===== config.mk =====
export PLATFORM = sky130hd
export DESIGN_NAME = hpdr_req_gen
export DESIGN_NICKNAME = d
export VERILOG_FILES = /design/src/hpdr_src_req.v /design/src/hpdr_pace.v /design/src/hpdr_req_gen.v
export VERILOG_INCLUDE_DIRS = /design/src
export SDC_FILE = /design/constraint.sdc
export NUM_CORES = 1
export LEC_CHECK = 0
export ABC_AREA = 0
export BUFFER_PORTS_ARGS = -buffer_cell sky130_fd_sc_hd__buf_2
export CORE_UTILIZATION = 48
export CTS_CLUSTER_SIZE = 20
export DETAILED_ROUTE_END_ITERATION = 16
export PLACE_DENSITY = 0.69
export SLEW_MARGIN = 15
export SYNTH_ARGS = -nofsm -noshare
export SYNTH_HDL_FRONTEND = slang
export SYNTH_HIERARCHICAL = 1
export SYNTH_SLANG_ARGS = --single-unit
export TNS_END_PERCENT = 10

===== constraint.sdc =====
create_clock -name clk_sys -period 7.4 [get_ports clk_sys]
set_input_delay 1.48 -clock clk_sys [delete_from_list [all_inputs] [get_ports clk_sys]]
set_output_delay 1.48 -clock clk_sys [all_outputs]
set_load 0.01 [all_outputs]

===== src/hpdr_map.vh =====
/*
  Register offsets, field positions, reset values, request source codes and
  pacing counts of the host port request generator.
  Assumes byte addressing on a 32-bit APB bus, one aligned word per register.
*/
`ifndef HPDR_MAP_VH
`define HPDR_MAP_VH

// Register byte offsets
`define HPDR_OFF_CHSEL0 8'h00
`define HPDR_OFF_SCTRL 8'h10
`define HPDR_OFF_MCTRL 8'h14
`define HPDR_OFF_PRIO 8'h18
`define HPDR_OFF_SSTAT 8'h1C
`define HPDR_OFF_MSTAT 8'h20
`define HPDR_OFF_CNT0 8'h24
`define HPDR_OFF_MODE 8'h34
`define HPDR_REG_STRIDE 8'h04

// Control fields: transmit enable in bit 0, receive enable in bit 1
`define HPDR_CTRL_TX_BIT 0
`define HPDR_CTRL_RX_BIT 1

// Status fields, per source pair: tx then rx
`define HPDR_ST_RDY_LSB 0
`define HPDR_ST_DMA_LSB 2
`define HPDR_ST_IRQ_LSB 4
`define HPDR_ST_HALF_LSB 6

// Reset values
`define HPDR_CHSEL_RST 5'h00
`define HPDR_CTRL_RST 2'h0
`define HPDR_PRIO_RST 2'h0

// Request source codes: base code is slave receive, then +1 per source
`define HPDR_DRS_BASE 5'h1C
`define HPDR_DRS_W 5
`define HPDR_PRIO_W 2

// Cycles a source stays quiet after each data access
`define HPDR_PACE_CYC 2'h1
`define HPDR_PACE_W 2

`endif


===== src/hpdr_src_req.v =====
/*
  Qualifies one data source: ready flag, DMA request and interrupt request.
  Assumes all inputs are on clk_sys and the hold term comes from hpdr_pace.
*/
`timescale 1ns/1ns
module hpdr_src_req (
  input wire pci_mode,
  input wire fifo_ready,
  input wire sel_hit,
  input wire irq_en,
  input wire prio_ok,
  input wire hold,
  output wire ready_flag,
  output wire dma_req,
  output wire irq_req
);

  // Status flag follows the FIFO level while in PCI mode
  assign ready_flag = pci_mode & fifo_ready;

  // Level requests, dropped as soon as any condition falls
  assign dma_req = ready_flag & sel_hit & ~hold;
  assign irq_req = ready_flag & irq_en & prio_ok & ~hold;

endmodule // hpdr_src_req


===== src/hpdr_pace.v =====
/*
  Per-source pacing and half-word sequencing.
  Assumes access pulses one cycle per data register access, on clk_sys.
*/
`timescale 1ns/1ns
`include "hpdr_map.vh"
module hpdr_pace (
  input wire clk_sys,
  input wire rst,
  input wire pci_mode,
  input wire wide32,
  input wire access,
  output wire hold,
  output reg half_hi_reg,
  output reg word_done_reg
);

  reg [`HPDR_PACE_W-1:0] hold_reg;

  assign hold = (hold_reg != {`HPDR_PACE_W{1'b0}});

  // Quiet gap after each access, low half then high half in 32-bit mode
  always @(posedge clk_sys or posedge rst) begin
    if (rst) begin
      hold_reg <= {`HPDR_PACE_W{1'b0}};
      half_hi_reg <= 1'b0;
      word_done_reg <= 1'b0;
    end else begin
      word_done_reg <= 1'b0;
      if (!pci_mode) begin
        hold_reg <= {`HPDR_PACE_W{1'b0}};
        half_hi_reg <= 1'b0;
      end else if (access) begin
        hold_reg <= `HPDR_PACE_CYC;
        if (wide32 && !half_hi_reg) begin
          half_hi_reg <= 1'b1;
        end else begin
          half_hi_reg <= 1'b0;
          word_done_reg <= 1'b1;
        end
      end else if (hold) begin
        hold_reg <= hold_reg - 1'b1;
      end
    end
  end

endmodule // hpdr_pace


===== src/hpdr_req_gen.v =====
/*
  Host port DMA and interrupt request generator with an APB register file.
  Four sources: slave receive, master receive, slave transmit, master
  transmit. Assumes FIFO status, access pulses, mode and core mask level come
  from logic on clk_sys, so no synchronisers are needed.
*/
`timescale 1ns/1ns
`include "hpdr_map.vh"
module hpdr_req_gen #(
  parameter NUM_CH = 4,
  parameter CNT_W = 16
) (
  input wire clk_sys,
  input wire rst,
  input wire [7:0] paddr,
  input wire psel,
  input wire penable,
  input wire pwrite,
  input wire [31:0] pwdata,
  output reg [31:0] prdata,
  output wire pready,
  output wire pslverr,
  input wire pci_mode,
  input wire wide32_mode,
  input wire [`HPDR_PRIO_W-1:0] core_irq_mask_level,
  input wire slave_tx_fifo_full,
  input wire master_tx_fifo_full,
  input wire rx_fifo_empty,
  input wire rx_fifo_head_master,
  input wire slave_rx_access,
  input wire master_rx_access,
  input wire slave_tx_access,
  input wire master_tx_access,
  output reg [NUM_CH-1:0] dma_ch_req,
  output wire slave_rx_irq,
  output wire master_rx_irq,
  output wire slave_tx_irq,
  output wire master_tx_irq,
  output wire slave_rx_half_hi,
  output wire master_rx_half_hi,
  output wire slave_tx_half_hi,
  output wire master_tx_half_hi
);

  // Source indices
  localparam SRC_SR = 0;
  localparam SRC_MR = 1;
  localparam SRC_ST = 2;
  localparam SRC_MT = 3;
  localparam NUM_SRC = 4;

  // Configuration held by software
  reg [`HPDR_DRS_W-1:0] chsel_reg [0:NUM_CH-1];
  reg [1:0] slave_ctrl_reg;
  reg [1:0] master_ctrl_reg;
  reg [`HPDR_PRIO_W-1:0] prio_reg;
  reg [CNT_W-1:0] cnt_reg [0:NUM_SRC-1];

  // Per-source working signals
  wire [NUM_SRC-1:0] access_vec;
  wire [NUM_SRC-1:0] fifo_ready_vec;
  wire [NUM_SRC-1:0] irq_en_vec;
  wire [NUM_SRC-1:0] hold_vec;
  wire [NUM_SRC-1:0] half_vec;
  wire [NUM_SRC-1:0] done_vec;
  wire [NUM_SRC-1:0] ready_vec;
  wire [NUM_SRC-1:0] dma_vec;
  wire [NUM_SRC-1:0] irq_vec;
  reg [NUM_SRC-1:0] sel_hit_vec;
  wire prio_ok;

  // APB phase decode
  wire setup_ph;
  wire access_ph;
  wire wr_en;
  reg [31:0] rdata_next;
  reg hit_next;
  reg hit_reg_q;

  integer ch_rd;
  integer s_rd;
  integer ch_wr;
  integer s_cnt;
  integer s_hit;
  integer ch_hit;
  integer ch_rt;
  integer s_rt;
  genvar g;

  // Code that selects a given source
  function [`HPDR_DRS_W-1:0] src_code;
    input integer idx;
    reg [31:0] tmp;
    begin
      tmp = idx;
      src_code = `HPDR_DRS_BASE + tmp[`HPDR_DRS_W-1:0];
    end
  endfunction

  // Byte address of the n-th register of a block
  function [7:0] reg_addr;
    input [7:0] base;
    input integer idx;
    reg [31:0] tmp;
    begin
      tmp = idx;
      reg_addr = base + {tmp[5:0], 2'b00};
    end
  endfunction

  // Packs tx and rx pairs into the status register layout
  function [31:0] pack_stat;
    input [1:0] rdy;
    input [1:0] dma;
    input [1:0] irq;
    input [1:0] half;
    begin
      pack_stat = 32'h0000_0000;
      pack_stat[`HPDR_ST_RDY_LSB+1:`HPDR_ST_RDY_LSB] = rdy;
      pack_stat[`HPDR_ST_DMA_LSB+1:`HPDR_ST_DMA_LSB] = dma;
      pack_stat[`HPDR_ST_IRQ_LSB+1:`HPDR_ST_IRQ_LSB] = irq;
      pack_stat[`HPDR_ST_HALF_LSB+1:`HPDR_ST_HALF_LSB] = half;
    end
  endfunction

  // Zero-wait slave: answer in the first access cycle
  assign setup_ph = psel & ~penable;
  assign access_ph = psel & penable;
  assign wr_en = access_ph & pwrite & hit_reg_q;
  assign pready = 1'b1;
  assign pslverr = access_ph & ~hit_reg_q;

  // Address hit caught in setup, used in access
  always @(posedge clk_sys or posedge rst) begin
    if (rst) begin
      hit_reg_q <= 1'b0;
    end else if (setup_ph) begin
      hit_reg_q <= hit_next;
    end
  end

  // Read data and hit decode
  always @* begin
    rdata_next = 32'h0000_0000;
    hit_next = 1'b0;
    for (ch_rd = 0; ch_rd < NUM_CH; ch_rd = ch_rd + 1) begin
      if (paddr == reg_addr(`HPDR_OFF_CHSEL0, ch_rd)) begin
        hit_next = 1'b1;
        rdata_next[`HPDR_DRS_W-1:0] = chsel_reg[ch_rd];
      end
    end
    for (s_rd = 0; s_rd < NUM_SRC; s_rd = s_rd + 1) begin
      if (paddr == reg_addr(`HPDR_OFF_CNT0, s_rd)) begin
        hit_next = 1'b1;
        rdata_next[CNT_W-1:0] = cnt_reg[s_rd];
      end
    end
    case (paddr)
      `HPDR_OFF_SCTRL: begin
        hit_next = 1'b1;
        rdata_next[1:0] = slave_ctrl_reg;
      end
      `HPDR_OFF_MCTRL: begin
        hit_next = 1'b1;
        rdata_next[1:0] = master_ctrl_reg;
      end
      `HPDR_OFF_PRIO: begin
        hit_next = 1'b1;
        rdata_next[`HPDR_PRIO_W-1:0] = prio_reg;
      end
      `HPDR_OFF_SSTAT: begin
        hit_next = 1'b1;
        rdata_next = pack_stat({ready_vec[SRC_SR], ready_vec[SRC_ST]},
                               {dma_vec[SRC_SR], dma_vec[SRC_ST]},
                               {irq_vec[SRC_SR], irq_vec[SRC_ST]},
                               {half_vec[SRC_SR], half_vec[SRC_ST]});
      end
      `HPDR_OFF_MSTAT: begin
        hit_next = 1'b1;
        rdata_next = pack_stat({ready_vec[SRC_MR], ready_vec[SRC_MT]},
                               {dma_vec[SRC_MR], dma_vec[SRC_MT]},
                               {irq_vec[SRC_MR], irq_vec[SRC_MT]},
                               {half_vec[SRC_MR], half_vec[SRC_MT]});
      end
      `HPDR_OFF_MODE: begin
        hit_next = 1'b1;
        rdata_next[1:0] = {wide32_mode, pci_mode};
      end
      default: begin
        rdata_next = rdata_next;
      end
    endcase
  end

  // Read data registered in setup, valid through the access cycle
  always @(posedge clk_sys or posedge rst) begin
    if (rst) begin
      prdata <= 32'h0000_0000;
    end else if (setup_ph && !pwrite) begin
      prdata <= rdata_next;
    end
  end

  // Channel source selects
  always @(posedge clk_sys or posedge rst) begin
    if (rst) begin
      for (ch_wr = 0; ch_wr < NUM_CH; ch_wr = ch_wr + 1) begin
        chsel_reg[ch_wr] <= `HPDR_CHSEL_RST;
      end
    end else if (wr_en) begin
      for (ch_wr = 0; ch_wr < NUM_CH; ch_wr = ch_wr + 1) begin
        if (paddr == reg_addr(`HPDR_OFF_CHSEL0, ch_wr)) begin
          chsel_reg[ch_wr] <= pwdata[`HPDR_DRS_W-1:0];
        end
      end
    end
  end

  // Interrupt enables and port priority level
  always @(posedge clk_sys or posedge rst) begin
    if (rst) begin
      slave_ctrl_reg <= `HPDR_CTRL_RST;
      master_ctrl_reg <= `HPDR_CTRL_RST;
      prio_reg <= `HPDR_PRIO_RST;
    end else if (wr_en) begin
      if (paddr == `HPDR_OFF_SCTRL) begin
        slave_ctrl_reg <= pwdata[1:0];
      end
      if (paddr == `HPDR_OFF_MCTRL) begin
        master_ctrl_reg <= pwdata[1:0];
      end
      if (paddr == `HPDR_OFF_PRIO) begin
        prio_reg <= pwdata[`HPDR_PRIO_W-1:0];
      end
    end
  end

  // Word counters, cleared by a write to their own register; a word finishing then counts 1
  always @(posedge clk_sys or posedge rst) begin
    if (rst) begin
      for (s_cnt = 0; s_cnt < NUM_SRC; s_cnt = s_cnt + 1) begin
        cnt_reg[s_cnt] <= {CNT_W{1'b0}};
      end
    end else begin
      for (s_cnt = 0; s_cnt < NUM_SRC; s_cnt = s_cnt + 1) begin
        if (wr_en && paddr == reg_addr(`HPDR_OFF_CNT0, s_cnt)) begin
          cnt_reg[s_cnt] <= {{(CNT_W-1){1'b0}}, done_vec[s_cnt]};
        end else if (done_vec[s_cnt]) begin
          cnt_reg[s_cnt] <= cnt_reg[s_cnt] + 1'b1;
        end
      end
    end
  end

  // Source inputs gathered by index
  assign access_vec[SRC_SR] = slave_rx_access;
  assign access_vec[SRC_MR] = master_rx_access;
  assign access_vec[SRC_ST] = slave_tx_access;
  assign access_vec[SRC_MT] = master_tx_access;

  // Ready conditions of the three FIFOs
  assign fifo_ready_vec[SRC_ST] = ~slave_tx_fifo_full;
  assign fifo_ready_vec[SRC_SR] = ~rx_fifo_empty & ~rx_fifo_head_master;
  assign fifo_ready_vec[SRC_MT] = ~master_tx_fifo_full;
  assign fifo_ready_vec[SRC_MR] = ~rx_fifo_empty & rx_fifo_head_master;

  // Enables from the slave and master control registers
  assign irq_en_vec[SRC_ST] = slave_ctrl_reg[`HPDR_CTRL_TX_BIT];
  assign irq_en_vec[SRC_SR] = slave_ctrl_reg[`HPDR_CTRL_RX_BIT];
  assign irq_en_vec[SRC_MT] = master_ctrl_reg[`HPDR_CTRL_TX_BIT];
  assign irq_en_vec[SRC_MR] = master_ctrl_reg[`HPDR_CTRL_RX_BIT];

  // Port level must be strictly above the core mask
  assign prio_ok = (prio_reg > core_irq_mask_level);

  // Which sources some channel currently selects
  always @* begin
    sel_hit_vec = {NUM_SRC{1'b0}};
    for (s_hit = 0; s_hit < NUM_SRC; s_hit = s_hit + 1) begin
      for (ch_hit = 0; ch_hit < NUM_CH; ch_hit = ch_hit + 1) begin
        if (chsel_reg[ch_hit] == src_code(s_hit)) begin
          sel_hit_vec[s_hit] = 1'b1;
        end
      end
    end
  end

  // One pacer and one qualifier per source
  generate
    for (g = 0; g < NUM_SRC; g = g + 1) begin : src
      hpdr_pace u_pace (
        .clk_sys(clk_sys),
        .rst(rst),
        .pci_mode(pci_mode),
        .wide32(wide32_mode),
        .access(access_vec[g]),
        .hold(hold_vec[g]),
        .half_hi_reg(half_vec[g]),
        .word_done_reg(done_vec[g])
      );
      hpdr_src_req u_req (
        .pci_mode(pci_mode),
        .fifo_ready(fifo_ready_vec[g]),
        .sel_hit(sel_hit_vec[g]),
        .irq_en(irq_en_vec[g]),
        .prio_ok(prio_ok),
        .hold(hold_vec[g]),
        .ready_flag(ready_vec[g]),
        .dma_req(dma_vec[g]),
        .irq_req(irq_vec[g])
      );
    end
  endgenerate

  // Route each source request to the channels selecting it
  always @* begin
    dma_ch_req = {NUM_CH{1'b0}};
    for (ch_rt = 0; ch_rt < NUM_CH; ch_rt = ch_rt + 1) begin
      for (s_rt = 0; s_rt < NUM_SRC; s_rt = s_rt + 1) begin
        if (chsel_reg[ch_rt] == src_code(s_rt) && dma_vec[s_rt]) begin
          dma_ch_req[ch_rt] = 1'b1;
        end
      end
    end
  end

  // Four separate interrupt lines
  assign slave_rx_irq = irq_vec[SRC_SR];
  assign master_rx_irq = irq_vec[SRC_MR];
  assign slave_tx_irq = irq_vec[SRC_ST];
  assign master_tx_irq = irq_vec[SRC_MT];

  // Which half of a 32-bit word the next access moves
  assign slave_rx_half_hi = half_vec[SRC_SR];
  assign master_rx_half_hi = half_vec[SRC_MR];
  assign slave_tx_half_hi = half_vec[SRC_ST];
  assign master_tx_half_hi = half_vec[SRC_MT];

endmodule // hpdr_req_gen


==> impl_metrics.yaml <==
pwr:
  total_leakage_power_nw: 3.514
  max-vdd-ir-drop_mv: 0.1882
  p_per_area_nw_per_um2: 298.6
yosys:
  yosys-top-cells-count: "dfrtp_1 (123), nor2_1 (103), nand2_1 (68)"
  syn_area_per_cell_um2: 9.576
  async_flop_share: 1.000
  netlist_instances: 751
  synth.most_common_cell: "dfrtp_1"
  synth_edf_count: 0
  synth_flop_cell: "dfrtp_1"
  ys_seq_elements: 123
  synth_top_area_frac: 0.4280
  ys_types: 59
  yosysWarnings: 6
  syn_area_um2: 7192
  yosys-top-cells-area: "dfrtp_1 (43%), nor2_1 (5.4%), xor2_1 (4.7%)"
  yosysTopAreaCell: "dfrtp_1"
  seq_area_frac_synth: 0.4280
drt:
  routedWlPerCell_um: 17.53
  drtIter0Drc: 365
  postRouteWirelength_um: 17420
  viasPerCell: 5.713
  dr_total_vias: 5679
  first_pass_iters: 5
  drc: 0
  ant_nets: 0
grt:
  grt_pass1_wl_um: 28890
  overflow: 0
  grt_pass1_vias: 5645
  grt_max_degree: 64
  grt_util_all_layers: 0.2356
  antenna_found_initial: 0
die:
  boundaryPins: 103
  start_util: 0.4930
  rows: 44
  fp.dieArea_um2: 15480
  design.core.area_um2: 14590
  die_width_um: 124.4
  die_h_um: 124.4
clock_tree:
  post_cts_buffers: 0
  cts.sinks: 123
  cts_root_buffer: "clkbuf_16"
  post_cts_resized: 0
  cts_made_buffers: 17
  clock_latency_ns: 0.42
  cts_hold_buffers: 0
  cts_tree: "built"
  htreeDepth: 4
  clock_path_buffers: 2
  clkTransAtPathRegs_ns: 0.05
finish:
  layout-drive-gt1-share: 0.1938
  largest_reg_flops: 64
  diodes: 0
  area_growth_pct: 12.96
  multi_input_area_um2: 3741
  regArea_um2: 3078
  num-nets-final: 864
  fillerInstances: 1261
placement:
  routabilityCongestion: 0.9068
  port_buffers: 58
  detailed_place_hpwl_um: 12610
job:
  cap_viol_max_count: 0
setup_path:
  crit_path_frequent_cell: "buf_2"
  slowest_stage: "nor3b_2"
  arrival_ns: 2.87
  crit_fanout: 17
  crit_type: "in -> out"
  path_cells: "buf_2 -> nand2_2 -> nor3b_2 -> mux4_2 -> nor2b_1 -> buf_2"
  slowest_delay_ns: 0.35
  cp_top_family: "simple AND/OR/NAND/NOR gates"
  critPathBufInv: 2
  crit_path_start_kind: "input port"
  worstSetupEndpointType: "output port"
  cp.required_ns: 5.92
timing:
  finalSetupTns_ns: 0
  setup_viol: 0
  finClkSkew_ns: 0.007940
  whs_ns: 0.4833
  slew_headroom: 0.3190
  finalMaxSlewViolations: 0
  worstMarginPinSlew_ns: 1.018
  fin_crit_sh: 0.5884
  min_period_ns: 4.354
  hold_violations: 0
  rsz0062_at_grt: "no"
  fmaxAchievable_mhz: 229.7
hold_path:
  min_path_type: "reg -> reg"
outcome:
  status: "complete, no violations"
==> logic make-up after synthesis <==
family,count (synthesis),share of synthesized area
mux,51,0.08594
other cells,2,0.001044
compound gates,116,0.1145
fa+ha+maj,10,0.01740
simple gates,296,0.2156
buf+inv,89,0.05967
xor+xnor,64,0.07794
flops,123,0.4280
==> cells in the final DEF (no fill, tap or decap), types with 5 or more instances in the layout <==
| master | Yosys | routed |
|---|---|---|
| clkbuf_16 | 0 | 17 |
| nor2_1 | 103 | 103 |
| mux2_4 | 5 | 5 |
| a22oi_1 | 16 | 16 |
| a21oi_1 | 24 | 24 |
| nand2_1 | 68 | 68 |
| and3_1 | 8 | 8 |
| buf_2 | 13 | 58 |
| nor2b_1 | 5 | 5 |
| o221ai_1 | 5 | 5 |
| conb_1 | 2 | 17 |
| clkinv_2 | 0 | 6 |
| o21ai_0 | 34 | 34 |
| nor3_2 | 5 | 5 |
| inv_1 | 42 | 41 |
| o211ai_1 | 5 | 5 |
| xor2_1 | 39 | 39 |
| nor4_1 | 7 | 7 |
| ha_1 | 10 | 10 |
| nand3b_1 | 5 | 5 |
| nor3_1 | 10 | 10 |
| mux2i_1 | 16 | 16 |
| nand2b_1 | 5 | 5 |
| xnor2_1 | 25 | 25 |
| o22ai_1 | 6 | 6 |
| nand4_1 | 20 | 20 |
| mux2_2 | 26 | 26 |
| nand3_1 | 24 | 24 |
| dfrtp_1 | 123 | 123 |
==> final cells by class <==
cell class / instances / share of cell area
tap: 184 / 0.02834
timing repair buffer: 59 / 0.03665
clock inverter: 13 / 0.02141
multi-input combinational: 554 / 0.4605
inverter: 42 / 0.01971
clock buffer: 19 / 0.05452
sequential: 123 / 0.3789
==> worst paths after layout <==
check / start / to / slack, ns / cells past startpoint
setup / recovery: pci_mode / dma_ch_req[1] / 3.05 / 6
hold / removal: prdata[15] / prdata[15] / 0.48 / 2
setup reg to reg: chsel_reg[8] / prdata[3] / 5.26 / 6
hold reg to reg: prdata[15] / prdata[15] / 0.48 / 2
max in group asynchronous: rst / cnt_reg[14] / 5.01 / 3
min in group asynchronous: rst / src[0].u_pace/hold_reg[1] / 1.00 / 2
==> metal layers <==
metal / GRT usage / vias to the layer above / share of wire / routed length, um
met5: 0 / - / 0 / 0
met3: 0.05369 / 34 / 0.042 / 726
met1: 0.3097 / 2835 / 0.45 / 7842
met2: 0.3773 / 154 / 0.48 / 8352
li1: - / 2656 / - / -
met4: 0.09072 / 0 / 0.029 / 499
==> where the power goes <==
group          internal, mW  switching (mW)  total (mW)
Sequential            0.848           0.225        1.07
Clock                 0.568           0.302       0.870
Combinational         0.219           0.264       0.483
==> worst reg2reg max path, stage by stage (launching register included) <==
cell and delay [ns]:
dfrtp_1 0.39, nand3_1 0.23, nor3_1 0.07, or4_1 0.58, nor3b_2 0.22, a221oi_1 0.42, o2bb2ai_1 0.11
==> through the flow <==
step / worst slack, ns / area, um^2 / cells / utilization / power, mW
6_report: 3.046 / 8124 / 994 / 0.5569 / 2.426
5_1_grt: 2.927 / 8124 / 994 / 0.5569 / 2.563
4_1_cts: 3.050 / 8124 / 994 / 0.5569 / 2.433
3_5_place_dp: 3.060 / 7507 / 962 / 0.5146 / 1.555
3_3_place_gp: 3.118 / 7507 / 962 / 0.5146 / 1.518
2_1_floorplan: 3.103 / 7248 / 766 / - / 1.402
Note: power is estimated with default switching activity, not from simulation.
